<file path="config.mk">
export PLATFORM = sky130hd
export DESIGN_NAME = drive_run_ctrl
export DESIGN_NICKNAME = d
export VERILOG_FILES = /design/src/hdl/drive_run_pkg.sv /design/src/hdl/ramp_if.sv /design/src/hdl/drive_run_ctrl.sv /design/src/hdl/freq_ramp.sv
export SDC_FILE = /design/constraint.sdc
export NUM_CORES = 1
export LEC_CHECK = 0
export ABC_AREA = 1
export BUFFER_PORTS_ARGS = -buffer_cell sky130_fd_sc_hd__buf_2
export CORE_MARGIN = 3
export CORE_UTILIZATION = 68
export DETAILED_ROUTE_END_ITERATION = 8
export PLACE_DENSITY = 0.89
export SYNTH_ARGS = -nofsm -noshare
export SYNTH_HDL_FRONTEND = slang
export SYNTH_SLANG_ARGS = --single-unit
export TNS_END_PERCENT = 30
</file>
<file path="constraint.sdc">
create_clock -name clk -period 53.1 [get_ports clk]
set_input_delay 2.655 -clock clk [delete_from_list [all_inputs] [get_ports clk]]
set_output_delay 2.655 -clock clk [all_outputs]
set_load 0.005 [all_outputs]
</file>
<file path="src/hdl/drive_run_pkg.sv">
// shared constants, settings encodings and state type for the run sequencer
package drive_run_pkg;
    // setting widths: frequency in 0.01 Hz, times in 0.1 s
    localparam int FREQ_W = 16;
    localparam int TIME_W = 13;
    localparam int CODE_W = 8;
    localparam int RPM_W = 16;
    localparam int POLE_W = 8;
    // terminal function code that makes a terminal the run-enable input
    localparam logic [CODE_W-1:0] FUNC_RUN_ENABLE = 8'h0D;
    // behaviour when the run-enable terminal drops
    localparam logic [1:0] STOP_COAST = 2'h0;
    localparam logic [1:0] STOP_QUICK = 2'h1;
    localparam logic [1:0] STOP_QUICK_RESUME = 2'h2;
    // upper limits of the time settings, 0.1 s units (600 s and 10 s)
    localparam logic [TIME_W-1:0] QSTOP_TIME_MAX = 13'h1770;
    localparam logic [TIME_W-1:0] DWELL_TIME_MAX = 13'h0064;
    // control mode value that selects slip compensation
    localparam logic [2:0] CTRL_SLIP_COMP = 3'h2;
    // slip formula: fs = fr - rpm * poles / 120, frequency scaled by 100
    localparam int SLIP_DIV = 120;
    localparam int FREQ_SCALE = 100;
    // load inertia setting and its classes
    localparam logic [3:0] INERTIA_ABOUT_TEN = 4'h1;
    localparam logic [1:0] INERTIA_BELOW = 2'h0;
    localparam logic [1:0] INERTIA_EQUAL = 2'h1;
    localparam logic [1:0] INERTIA_ABOVE = 2'h2;
    // timing: 100 MHz clock, ramp step tick 100 us, dwell tick 100 ms
    localparam int CLK_PERIOD_NS = 10;
    localparam int RAMP_TICK_US = 100;
    localparam int DWELL_TICK_MS = 100;
    localparam int RAMP_TICK_CYCLES = RAMP_TICK_US * 1000 / CLK_PERIOD_NS;
    localparam int DWELL_TICK_CYCLES = DWELL_TICK_MS * 1000000 / CLK_PERIOD_NS;
    localparam int RAMP_TICKS_PER_TENTH = DWELL_TICK_MS * 1000 / RAMP_TICK_US;
    // run sequencer states
    typedef enum logic [3:0] {
        ST_IDLE,
        ST_ACC_TO_DWELL,
        ST_ACC_DWELL,
        ST_RUN,
        ST_DEC_TO_DWELL,
        ST_DEC_DWELL,
        ST_STOPPING,
        ST_QSTOP,
        ST_HALT_WAIT
    } run_state_t;
endpackage

</file>
<file path="src/hdl/ramp_if.sv">
// link between the run sequencer and the frequency ramp
`timescale 1ns/1ps
`default_nettype none
interface ramp_if;
    import drive_run_pkg::*;
    logic [FREQ_W-1:0] target;    // frequency to head for
    logic [TIME_W-1:0] up_time;   // full-scale rise time
    logic [TIME_W-1:0] down_time; // full-scale fall time
    logic [FREQ_W-1:0] max_freq;  // full-scale frequency
    logic clear;                  // force frequency to zero
    logic [FREQ_W-1:0] freq;      // present ramp frequency
    logic at_target;              // frequency equals target
    modport ctrl (output target, up_time, down_time, max_freq, clear,
                  input freq, at_target);
    modport gen (input target, up_time, down_time, max_freq, clear,
                 output freq, at_target);
endinterface
`default_nettype wire

</file>
<file path="src/hdl/drive_run_ctrl.sv">
// run sequencer: run-enable gating, quick stop, dwell holds, slip frequency
`timescale 1ns/1ps
`default_nettype none
module drive_run_ctrl #(
    parameter int N_TERM = 11,
    parameter int DWELL_TICK = drive_run_pkg::DWELL_TICK_CYCLES,
    parameter int RAMP_TICK = drive_run_pkg::RAMP_TICK_CYCLES
) (
    input wire logic clk,
    input wire logic rst_b,
    input wire logic run_cmd,
    input wire logic [N_TERM-1:0] terminal_pins,
    input wire logic [N_TERM-1:0][drive_run_pkg::CODE_W-1:0] terminal_function_select,
    input wire logic input_qualified,
    input wire logic [1:0] disable_stop_mode,
    input wire logic [drive_run_pkg::TIME_W-1:0] quick_stop_time,
    input wire logic [drive_run_pkg::TIME_W-1:0] acc_time,
    input wire logic [drive_run_pkg::TIME_W-1:0] dec_time,
    input wire logic [drive_run_pkg::FREQ_W-1:0] max_freq,
    input wire logic [drive_run_pkg::FREQ_W-1:0] target_freq,
    input wire logic [drive_run_pkg::FREQ_W-1:0] acc_dwell_freq,
    input wire logic [drive_run_pkg::TIME_W-1:0] acc_dwell_time,
    input wire logic [drive_run_pkg::FREQ_W-1:0] dec_dwell_freq,
    input wire logic [drive_run_pkg::TIME_W-1:0] dec_dwell_time,
    input wire logic brake_control_active,
    input wire logic [2:0] control_mode,
    input wire logic [drive_run_pkg::FREQ_W-1:0] rated_freq,
    input wire logic [drive_run_pkg::RPM_W-1:0] rated_rpm,
    input wire logic [drive_run_pkg::POLE_W-1:0] pole_count,
    input wire logic [3:0] inertia_rate,
    output logic drive_enable,
    output logic [drive_run_pkg::FREQ_W-1:0] output_freq,
    output logic dwell_active,
    output logic run_enable_level,
    output drive_run_pkg::run_state_t run_state,
    output logic [drive_run_pkg::FREQ_W-1:0] slip_freq,
    output logic [1:0] inertia_class
);
    import drive_run_pkg::*;
    localparam int DT_W = $clog2(DWELL_TICK + 1);

    // limit a time setting to its documented maximum
    function automatic logic [TIME_W-1:0] clamp_time(input logic [TIME_W-1:0] t,
                                                     input logic [TIME_W-1:0] lim);
        clamp_time = (t > lim) ? lim : t;
    endfunction

    // true when a terminal carries the run-enable function
    function automatic logic is_run_enable(input logic [CODE_W-1:0] code);
        is_run_enable = (code == FUNC_RUN_ENABLE);
    endfunction

    ramp_if rif ();
    run_state_t state;               // sequencer state
    run_state_t next_state;          // state for the next edge
    logic [N_TERM-1:0] term_level;   // debounced terminal levels
    logic [N_TERM-1:0] term_assigned; // terminals set to run enable
    logic [DT_W-1:0] dwell_tick_cnt; // 100 ms prescaler
    logic [TIME_W-1:0] dwell_cnt;    // elapsed dwell, 0.1 s units

    ////////////////////////////////////////////////////////////////////////
    // terminal synchronisers, three stages, change once stages 2 and 3 agree
    genvar gi;
    generate
        for (gi = 0; gi < N_TERM; gi++) begin : g_term
            logic [2:0] sync;
            always_ff @(posedge clk) begin
                if (!rst_b) begin
                    sync <= 3'h0;
                    term_level[gi] <= 1'b0;
                end else begin
                    sync <= {sync[1:0], terminal_pins[gi]};
                    // accept a level only when stages agree
                    if (sync[1] == sync[2]) begin
                        term_level[gi] <= sync[2];
                    end
                end
            end
            assign term_assigned[gi] = is_run_enable(terminal_function_select[gi]);
        end
    endgenerate

    ////////////////////////////////////////////////////////////////////////
    // run-enable qualification
    wire any_assigned = |term_assigned;
    wire enable_seen = |(term_assigned & term_level);
    // gating needs both the qualified mode and an assigned terminal
    wire gate_off = input_qualified && any_assigned && !enable_seen;
    wire [TIME_W-1:0] qstop_clamped = clamp_time(quick_stop_time, QSTOP_TIME_MAX);
    wire [TIME_W-1:0] acc_dwell_lim = clamp_time(acc_dwell_time, DWELL_TIME_MAX);
    wire [TIME_W-1:0] dec_dwell_lim = clamp_time(dec_dwell_time, DWELL_TIME_MAX);

    ////////////////////////////////////////////////////////////////////////
    // dwell decisions
    wire acc_dwell_on = (acc_dwell_lim != '0) && !brake_control_active
                        && (target_freq > acc_dwell_freq);
    wire dec_dwell_on = (dec_dwell_lim != '0) && !brake_control_active
                        && (rif.freq > dec_dwell_freq);
    wire in_dwell = (state == ST_ACC_DWELL) || (state == ST_DEC_DWELL);
    wire [TIME_W-1:0] dwell_lim = (state == ST_ACC_DWELL) ? acc_dwell_lim : dec_dwell_lim;
    wire dwell_done = dwell_cnt >= dwell_lim;
    wire dwell_tick = (dwell_tick_cnt == DT_W'(DWELL_TICK - 1));
    wire motion_state = (state != ST_IDLE) && (state != ST_HALT_WAIT) && (state != ST_QSTOP);
    // stop command entry: dwell only if above the dwell frequency
    wire run_state_t stop_entry = dec_dwell_on ? ST_DEC_TO_DWELL : ST_STOPPING;
    wire resume_mode = (disable_stop_mode == STOP_QUICK_RESUME);
    wire at_zero = (rif.freq == '0);

    ////////////////////////////////////////////////////////////////////////
    // next-state selection
    always_comb begin
        next_state = state;
        case (state)
            ST_IDLE: begin
                // a start needs the enable while gated
                if (run_cmd && !gate_off) begin
                    next_state = acc_dwell_on ? ST_ACC_TO_DWELL : ST_RUN;
                end
            end
            ST_ACC_TO_DWELL: begin
                if (brake_control_active) begin
                    next_state = ST_RUN;
                end else if (!run_cmd) begin
                    next_state = stop_entry;
                end else if (rif.at_target) begin
                    next_state = ST_ACC_DWELL;
                end
            end
            ST_ACC_DWELL: begin
                if (brake_control_active || dwell_done) begin
                    next_state = ST_RUN;
                end else if (!run_cmd) begin
                    next_state = stop_entry;
                end
            end
            ST_RUN: begin
                if (!run_cmd) begin
                    next_state = stop_entry;
                end
            end
            ST_DEC_TO_DWELL: begin
                // re-run goes straight to run, never an acceleration dwell
                if (run_cmd) begin
                    next_state = ST_RUN;
                end else if (brake_control_active) begin
                    next_state = ST_STOPPING;
                end else if (rif.at_target) begin
                    next_state = ST_DEC_DWELL;
                end
            end
            ST_DEC_DWELL: begin
                if (run_cmd) begin
                    next_state = ST_RUN;
                end else if (brake_control_active || dwell_done) begin
                    next_state = ST_STOPPING;
                end
            end
            ST_STOPPING: begin
                if (run_cmd) begin
                    next_state = ST_RUN;
                end else if (at_zero) begin
                    next_state = ST_IDLE;
                end
            end
            ST_QSTOP: begin
                // resume mode picks up again with enable back and run on
                if (resume_mode && !gate_off && run_cmd) begin
                    next_state = ST_RUN;
                end else if (at_zero && !(resume_mode && run_cmd)) begin
                    next_state = ST_HALT_WAIT;
                end
            end
            ST_HALT_WAIT: begin
                // wait for the run command to drop before a new start
                if (!run_cmd) begin
                    next_state = ST_IDLE;
                end
            end
            default: begin
                next_state = ST_IDLE;
            end
        endcase
        // enable loss while moving overrides everything else
        if (gate_off && motion_state) begin
            next_state = (disable_stop_mode == STOP_COAST) ? ST_HALT_WAIT : ST_QSTOP;
        end
    end

    ////////////////////////////////////////////////////////////////////////
    // ramp steering
    always_comb begin
        case (state)
            ST_ACC_TO_DWELL, ST_ACC_DWELL: rif.target = acc_dwell_freq;
            ST_RUN: rif.target = target_freq;
            ST_DEC_TO_DWELL, ST_DEC_DWELL: rif.target = dec_dwell_freq;
            default: rif.target = '0;
        endcase
    end
    assign rif.up_time = acc_time;
    // quick-stop time only while quick stopping
    assign rif.down_time = (state == ST_QSTOP) ? qstop_clamped : dec_time;
    assign rif.max_freq = max_freq;
    assign rif.clear = (state == ST_IDLE) || (state == ST_HALT_WAIT);

    freq_ramp #(
        .TICK_CYCLES(RAMP_TICK)
    ) u_ramp (
        .clk(clk),
        .rst_b(rst_b),
        .rif(rif)
    );

    ////////////////////////////////////////////////////////////////////////
    // state register
    always_ff @(posedge clk) begin
        if (!rst_b) begin
            state <= ST_IDLE;
        end else begin
            state <= next_state;
        end
    end

    ////////////////////////////////////////////////////////////////////////
    // dwell timer, counts 100 ms ticks while holding
    always_ff @(posedge clk) begin
        if (!rst_b || !in_dwell || (next_state != state)) begin
            dwell_tick_cnt <= '0;
            dwell_cnt <= '0;
        end else if (dwell_tick) begin
            dwell_tick_cnt <= '0;
            dwell_cnt <= dwell_cnt + TIME_W'(1);
        end else begin
            dwell_tick_cnt <= dwell_tick_cnt + DT_W'(1);
        end
    end

    ////////////////////////////////////////////////////////////////////////
    // slip frequency, 0.01 Hz units, clamped at zero
    wire [31:0] sync_freq = (32'(rated_rpm) * 32'(pole_count) * 32'(FREQ_SCALE))
                            / 32'(SLIP_DIV);
    wire [31:0] slip_calc = (32'(rated_freq) > sync_freq) ? 32'(rated_freq) - sync_freq
                                                          : 32'h0000_0000;
    wire slip_on = (control_mode == CTRL_SLIP_COMP);
    wire [1:0] inertia_dec = (inertia_rate == '0) ? INERTIA_BELOW :
                             (inertia_rate == INERTIA_ABOUT_TEN) ? INERTIA_EQUAL
                                                                 : INERTIA_ABOVE;

    ////////////////////////////////////////////////////////////////////////
    // registered outputs
    always_ff @(posedge clk) begin
        if (!rst_b) begin
            drive_enable <= 1'b0;
            output_freq <= '0;
            dwell_active <= 1'b0;
            run_enable_level <= 1'b0;
            run_state <= ST_IDLE;
            slip_freq <= '0;
            inertia_class <= INERTIA_BELOW;
        end else begin
            drive_enable <= (next_state != ST_IDLE) && (next_state != ST_HALT_WAIT);
            output_freq <= rif.freq;
            dwell_active <= in_dwell;
            run_enable_level <= !gate_off;
            run_state <= state;
            slip_freq <= slip_on ? slip_calc[FREQ_W-1:0] : '0;
            inertia_class <= inertia_dec;
        end
    end
endmodule
`default_nettype wire

</file>
<file path="src/hdl/freq_ramp.sv">
// linear frequency ramp, one 0.01 Hz step at most per ramp tick while the selected time is nonzero
`timescale 1ns/1ps
`default_nettype none
module freq_ramp #(
    parameter int TICK_CYCLES = drive_run_pkg::RAMP_TICK_CYCLES
) (
    input wire logic clk,
    input wire logic rst_b,
    ramp_if.gen rif
);
    import drive_run_pkg::*;
    localparam int TICK_W = $clog2(TICK_CYCLES + 1);
    localparam int SPAN_W = TIME_W + 11;
    localparam int ACC_W = SPAN_W + 1;

    logic [TICK_W-1:0] tick_cnt; // ramp tick prescaler
    logic [ACC_W-1:0] accum;     // rate accumulator
    logic [FREQ_W-1:0] freq;     // present frequency
    wire tick = (tick_cnt == TICK_W'(TICK_CYCLES - 1));
    wire going_up = rif.target > freq;
    wire [TIME_W-1:0] sel_time = going_up ? rif.up_time : rif.down_time;
    // ramp ticks that a full-scale change takes
    wire [SPAN_W-1:0] span = SPAN_W'(sel_time) * SPAN_W'(RAMP_TICKS_PER_TENTH);
    wire [ACC_W-1:0] accum_sum = accum + ACC_W'(rif.max_freq);
    wire step_due = accum_sum >= ACC_W'(span);
    wire [FREQ_W-1:0] step_freq = going_up ? freq + 16'h0001 : freq - 16'h0001;

    assign rif.freq = freq;
    assign rif.at_target = (freq == rif.target);

    ////////////////////////////////////////////////////////////////////////
    // tick prescaler
    always_ff @(posedge clk) begin
        if (!rst_b || tick) begin
            tick_cnt <= '0;
        end else begin
            tick_cnt <= tick_cnt + TICK_W'(1);
        end
    end

    ////////////////////////////////////////////////////////////////////////
    // frequency stepping; a zero time jumps straight to target
    always_ff @(posedge clk) begin
        if (!rst_b || rif.clear) begin
            freq <= '0;
            accum <= '0;
        end else if (freq == rif.target) begin
            accum <= '0;
        end else if (sel_time == '0) begin
            freq <= rif.target;
        end else if (tick && step_due) begin
            // one step, remainder carried
            freq <= step_freq;
            accum <= accum_sum - ACC_W'(span);
        end else if (tick) begin
            accum <= accum_sum;
        end
    end
endmodule
`default_nettype wire

</file>
# Word-level counts from Yosys, hierarchy flattened
# Index checks and enable logic that the tools add are counted.
# Widths: inputs -> output; s select.
# op_classes
n_mux,34
add_sub_neg,8
n_shift,0
eq_ne,40
mul,3
n_div,1
reduce_logical,50
order_cmp,9
bitwise,4
# ops
cell,n
$eq 8x4->1 const B,11
$mux 13,6
$mux 4,18
$mux 25,2
$gt 16x16->1,3
$mux 16,3
$pmux 16 s3,1
$pmux 4 s9,1
$div 31x7->32 const B,1
$gt 16x32->1,1
$mul 24x5->29 const B,1
$gt 13x7->1 const B,2
$reduce_bool 13->1,2
$add 25x16->25,1
$ge 25x23->1,1
$sub 25x23->25,1
$add 24x1->24 const B,1
$eq 24x24->1 const B,1
$mul 16x8->24,1
$reduce_or 11->1,2
$mul 13x7->20 const B,1
$add 16x1->16 const B,1
$eq 16x16->1,1
$eq 4x3->1 const B,4
31 further kinds,82
# totals
wordCells,184
register_bits,181
ram_bits,0
latch_bits,0
mem_count,0
out_inout_bits,41
input_bits,282
mem_bits_ro,0

# Longest topological paths before layout
# depth
ltp_word,14
mapped_depth,241
mapped_depth_nobuf,230

# Cells and area by module
# Synthesis repeated with hierarchy kept, for this count alone.
# hier_totals
cells_unflattened,5625
hier_area_um2,36023.3
# modules_own_cells
module,instances,seq_area_each_um2,cells_per_inst,area_per_inst_um2
drive_run_ctrl,1,2522.4,4414,27765.4
freq_ramp,1,1101.1,1211,8257.9

# Least setup slack after synthesis
# No wires, ideal clock.
# synth_path
path_type,in2reg
startpoint,input pole_count[7] in the netlist's numbering
endpoint,register slip_freq[15] in the netlist's numbering
path_slack_ns,25.641
arrival_time_ns,27.333
setup_ns,0.126
stages,216
n_path_buf,19
required_time_ns,52.974
cell_sequence,clkbuf_1 -> clkbuf_1 -> nand2_1 -> fa_1 -> fa_1 -> inv_1 -> fa_1 -> inv_1 -> fa_1 -> inv_1 -> ha_1 -> a21o_1 -> a21oi_1 -> o21bai_1 -> a21oi_1 -> o21ai_0 -> nand3_1 -> nand2_1 -> [... 180 more ...] -> and2_1 -> inv_1 -> a21oi_1 -> o21bai_1 -> a21oi_1 -> o21bai_1 -> a21oi_1 -> nor2_1 -> nor2_1 -> inv_1 -> a21oi_1 -> o21bai_1 -> a21oi_1 -> o21bai_1 -> a21oi_1 -> o21ai_0 -> or2_2 -> a21oi_1
# synth_via
elab_chain_len,5
word_cells_on_any_way,6
classes_between,add/sub (1); mul (2); div (1); order compare (1); reduce/logical (1)
# synth_lines
element,line,text
from (decl),drive_run_ctrl.sv:29,"input wire logic [drive_run_pkg::POLE_W-1:0] pole_count,"
$mul 16x8->24 (*),drive_run_ctrl.sv:239,wire [31:0] sync_freq = (32'(rated_rpm) * 32'(pole_count) * 32'(FREQ_SCALE))
$mul 24x5->29 (*),drive_run_ctrl.sv:239,
$div 31x7->32 (*),drive_run_ctrl.sv:240,/ 32'(SLIP_DIV);
$gt 16x32->1,drive_run_ctrl.sv:241,wire [31:0] slip_calc = (32'(rated_freq) > sync_freq) ? 32'(rated_freq) - sync_freq
$reduce_and 3->1 (no line),n/a,
to (signal assigned),drive_run_ctrl.sv:265,slip_freq <= slip_on ? slip_calc[FREQ_W-1:0] : '0;
to (decl),drive_run_ctrl.sv:36,"output logic [drive_run_pkg::FREQ_W-1:0] slip_freq,"
# Every way passes the cells marked *; elsewhere a longest branch is shown, timed or not.
# A chain may end at the register's enable or synchronous reset.

# Final worst setup path
# layout_path
startpoint,input pole_count[4] in the netlist's numbering
endpoint,register slip_freq[8] in the netlist's numbering
# The elaborated chain is that of the path after synthesis.

==> metrics.csv <==
metric,value,unit
gr-total-overflow,0,
dpl_worst_slack,19.18,ns
die_h,237,um
maxCapViolations,0,
cts_tree,done,
clock_sinks,181,
fill_cells,4344,
design.core.area,52700,um2
synth_seq_cells,181,
antenna_found_initial,7,
syn_area,36300,um2
slew_headroom,29.8,%
postPlaceCellArea,38000,um2
mostFrequentLayoutCells,"1194 x nand2_1, 943 x inv_1, 398 x nand3_1",
clock_skew,0.0194,ns
start_util,68.9,%
worstMarginPinSlew,1.05,ns
layout-drive-gt1-share,20.3,%
finalSetupTns,0,ns
gp_congestion,1.02,
status,"finished, final reports clean",
fin_area,38600,um2
area_growth,6.43,%
finalHoldViolations,0,
synth_top_area_share,12.3,%
synth_cell_types,88,
first_global_vias,35051,
path_clk_slew,0.08,ns
ys_seq_area_share,9.98,%
dr.pass1.iters,6,
wl_per_cell,15.5,um
min_period,33.94,ns
min_path_type,reg2reg,
setup.worst_path.class,in2reg,
rows,84,
clockBufferDepth,2,
timing.final.max_slew_violations,0,
start_kind,input pin,
drtAntennaViolNets,0,
drc_errors,0,
cp.arrival,34.31,ns
cp_max_fo,31,
grt_max_degree,67,
grt_pass1_wl,165,mm
setup_viol,0,
synth_enable_flop_cells,0,
synth-async-reset-ratio,0,%
htreeDepth,4,
crit_slowest_cell,nand4_1,
cts_root_buf,clkbuf_16,
synth_warnings,0,
postSynthCellCount,5550,
grt_usage,34.8,%
post_cts_buffers,0,
viasPerCell,5.67,
synth_area_leader_cell,nand2_1,
fmax,29.5,MHz
max_stage_delay,0.74,ns
fin_nets,6527,
min_period_over_period,63.9,%
required,53.47,ns
drtIter0Drc,2858,
synth_flop_cell,dfxtp_1,
worst_path_most_repeated_cell,nand2_1,
cts_resized,0,
cts_made_buffers,17,
clk_latency,0.46,ns
drt-total-wl,101,mm
die_area,56200,um2
dp_hpwl,83.1,mm
yosys-top-cells-area,"nand2_1 12%, ha_1 11%, dfxtp_1 10%, inv_1 9.8%, fa_1 8.2%",
timing.final.ws_setup,19.16,ns
port_buffers,322,
rsz0062_at_grt,false,
die_width,237,um
cts-hold-fix-buffers,0,
layout.cells.most_common,nand2_1,
end_kind,flip-flop,
vias,36782,
io_pins,323,
avgSynthCellArea,6.54,um2
-- path summary, 6_finish.rpt --
kind                                      from                               to  slack, ns  depth (start not counted)
setup / recovery                 pole_count[4]          slip_freq[8]$_SDFF_PN0_      19.16                        197
hold reg to reg   g_term[5].sync[0]$_SDFF_PN0_     g_term[5].sync[1]$_SDFF_PN0_       0.40                          2
setup reg to reg           state[1]$_SDFF_PN0_  u_ramp.rif.freq[2]$_SDFFE_PP0P_      39.22                         51
hold / removal    g_term[5].sync[0]$_SDFF_PN0_     g_term[5].sync[1]$_SDFF_PN0_       0.40                          2
-- per-layer routing --
layer | track usage [%] | wire length [um] | vias up
met5 | 0 | 34 | -
met4 | 13.3 | 3620 | 6
met3 | 4.61 | 7210 | 292
met2 | 61.2 | 48800 | 1444
met1 | 43.3 | 41200 | 16907
li1 | - | - | 18133
-- flip-flops by register name, summed over array words and instances (netlist names) --
name / count
g_term.sync: 33
u_ramp.accum: 25
dwell_tick_cnt: 24
output_freq: 16
slip_freq: 16
u_ramp.rif.freq: 16
u_ramp.tick_cnt: 14
dwell_cnt: 13
term_level: 11
run_state: 4
state: 4
inertia_class: 2
drive_enable: 1
dwell_active: 1
run_enable_level: 1
-- per-stage QoR --
step                      hold WS, ns  instances  utilization (%)
final                           0.403       6492             73.4
after global routing            0.441       6492             73.4
after CTS                       0.418       6490             73.3
after detailed placement        0.405       6458             72.1
after global placement          0.394       6458             72.1
after floorplan                 0.390       5555                -
-- area by class of cell --
cell class | instances | area (um2) | area share [%]
multi-input combinational | 4215 | 27800 | 71.9
inverter | 1035 | 3980 | 10.3
sequential | 181 | 3620 | 9.38
timing repair buffer | 339 | 1740 | 4.50
tap | 688 | 861 | 2.23
clock buffer | 17 | 425 | 1.10
clock inverter | 15 | 220 | 0.570
antenna | 2 | 5.00 | 0.0130
-- critical path: cells and delay by family --
| family | cells | cell delay [ns] |
|---|---|---|
| AO/OA/AOI/OAI | 18 | 3.43 |
| buffers and inverters | 19 | 1.83 |
| XOR/XNOR | 2 | 0.59 |
| AND/OR/NAND/NOR | 147 | 21.64 |
| adder cells (fa/ha/maj) | 11 | 4.04 |
-- cell usage after synthesis, types with 9 or more instances --
cell type  count
xnor2_1       49
or2_2         18
o21bai_1      25
nand3_2       84
nand2_4      128
nor3_1        60
ha_1         307
clkbuf_1      73
a211oi_1      15
dfxtp_1      181
nand4_1      134
a21oi_1      253
xor2_1       147
inv_1        943
o21ai_0      174
nor4_1        33
nor2_1       395
nor2_2        94
nand2_1     1194
nand3_4       22
a31oi_1       16
nand3b_1      30
fa_1         149
nor2_4        49
buf_8         12
inv_4         14
buf_6         15
clkbuf_8      11
inv_2         59
o211ai_1      32
nand3_1      398
clkinv_2       9
nand2_2      269
-- cells by family after synthesis --
family,after synthesis,synth area share (%)
buf+inv,1159,13.6
other cells,1,0.0103
xor+xnor,197,4.81
compound gates,594,9.54
simple gates,2962,43.3
fa+ha+maj,456,18.8
flops,181,9.98
Power is not shown: default switching activity piles up to over one toggle a cycle in this logic, so the estimate is an artifact.
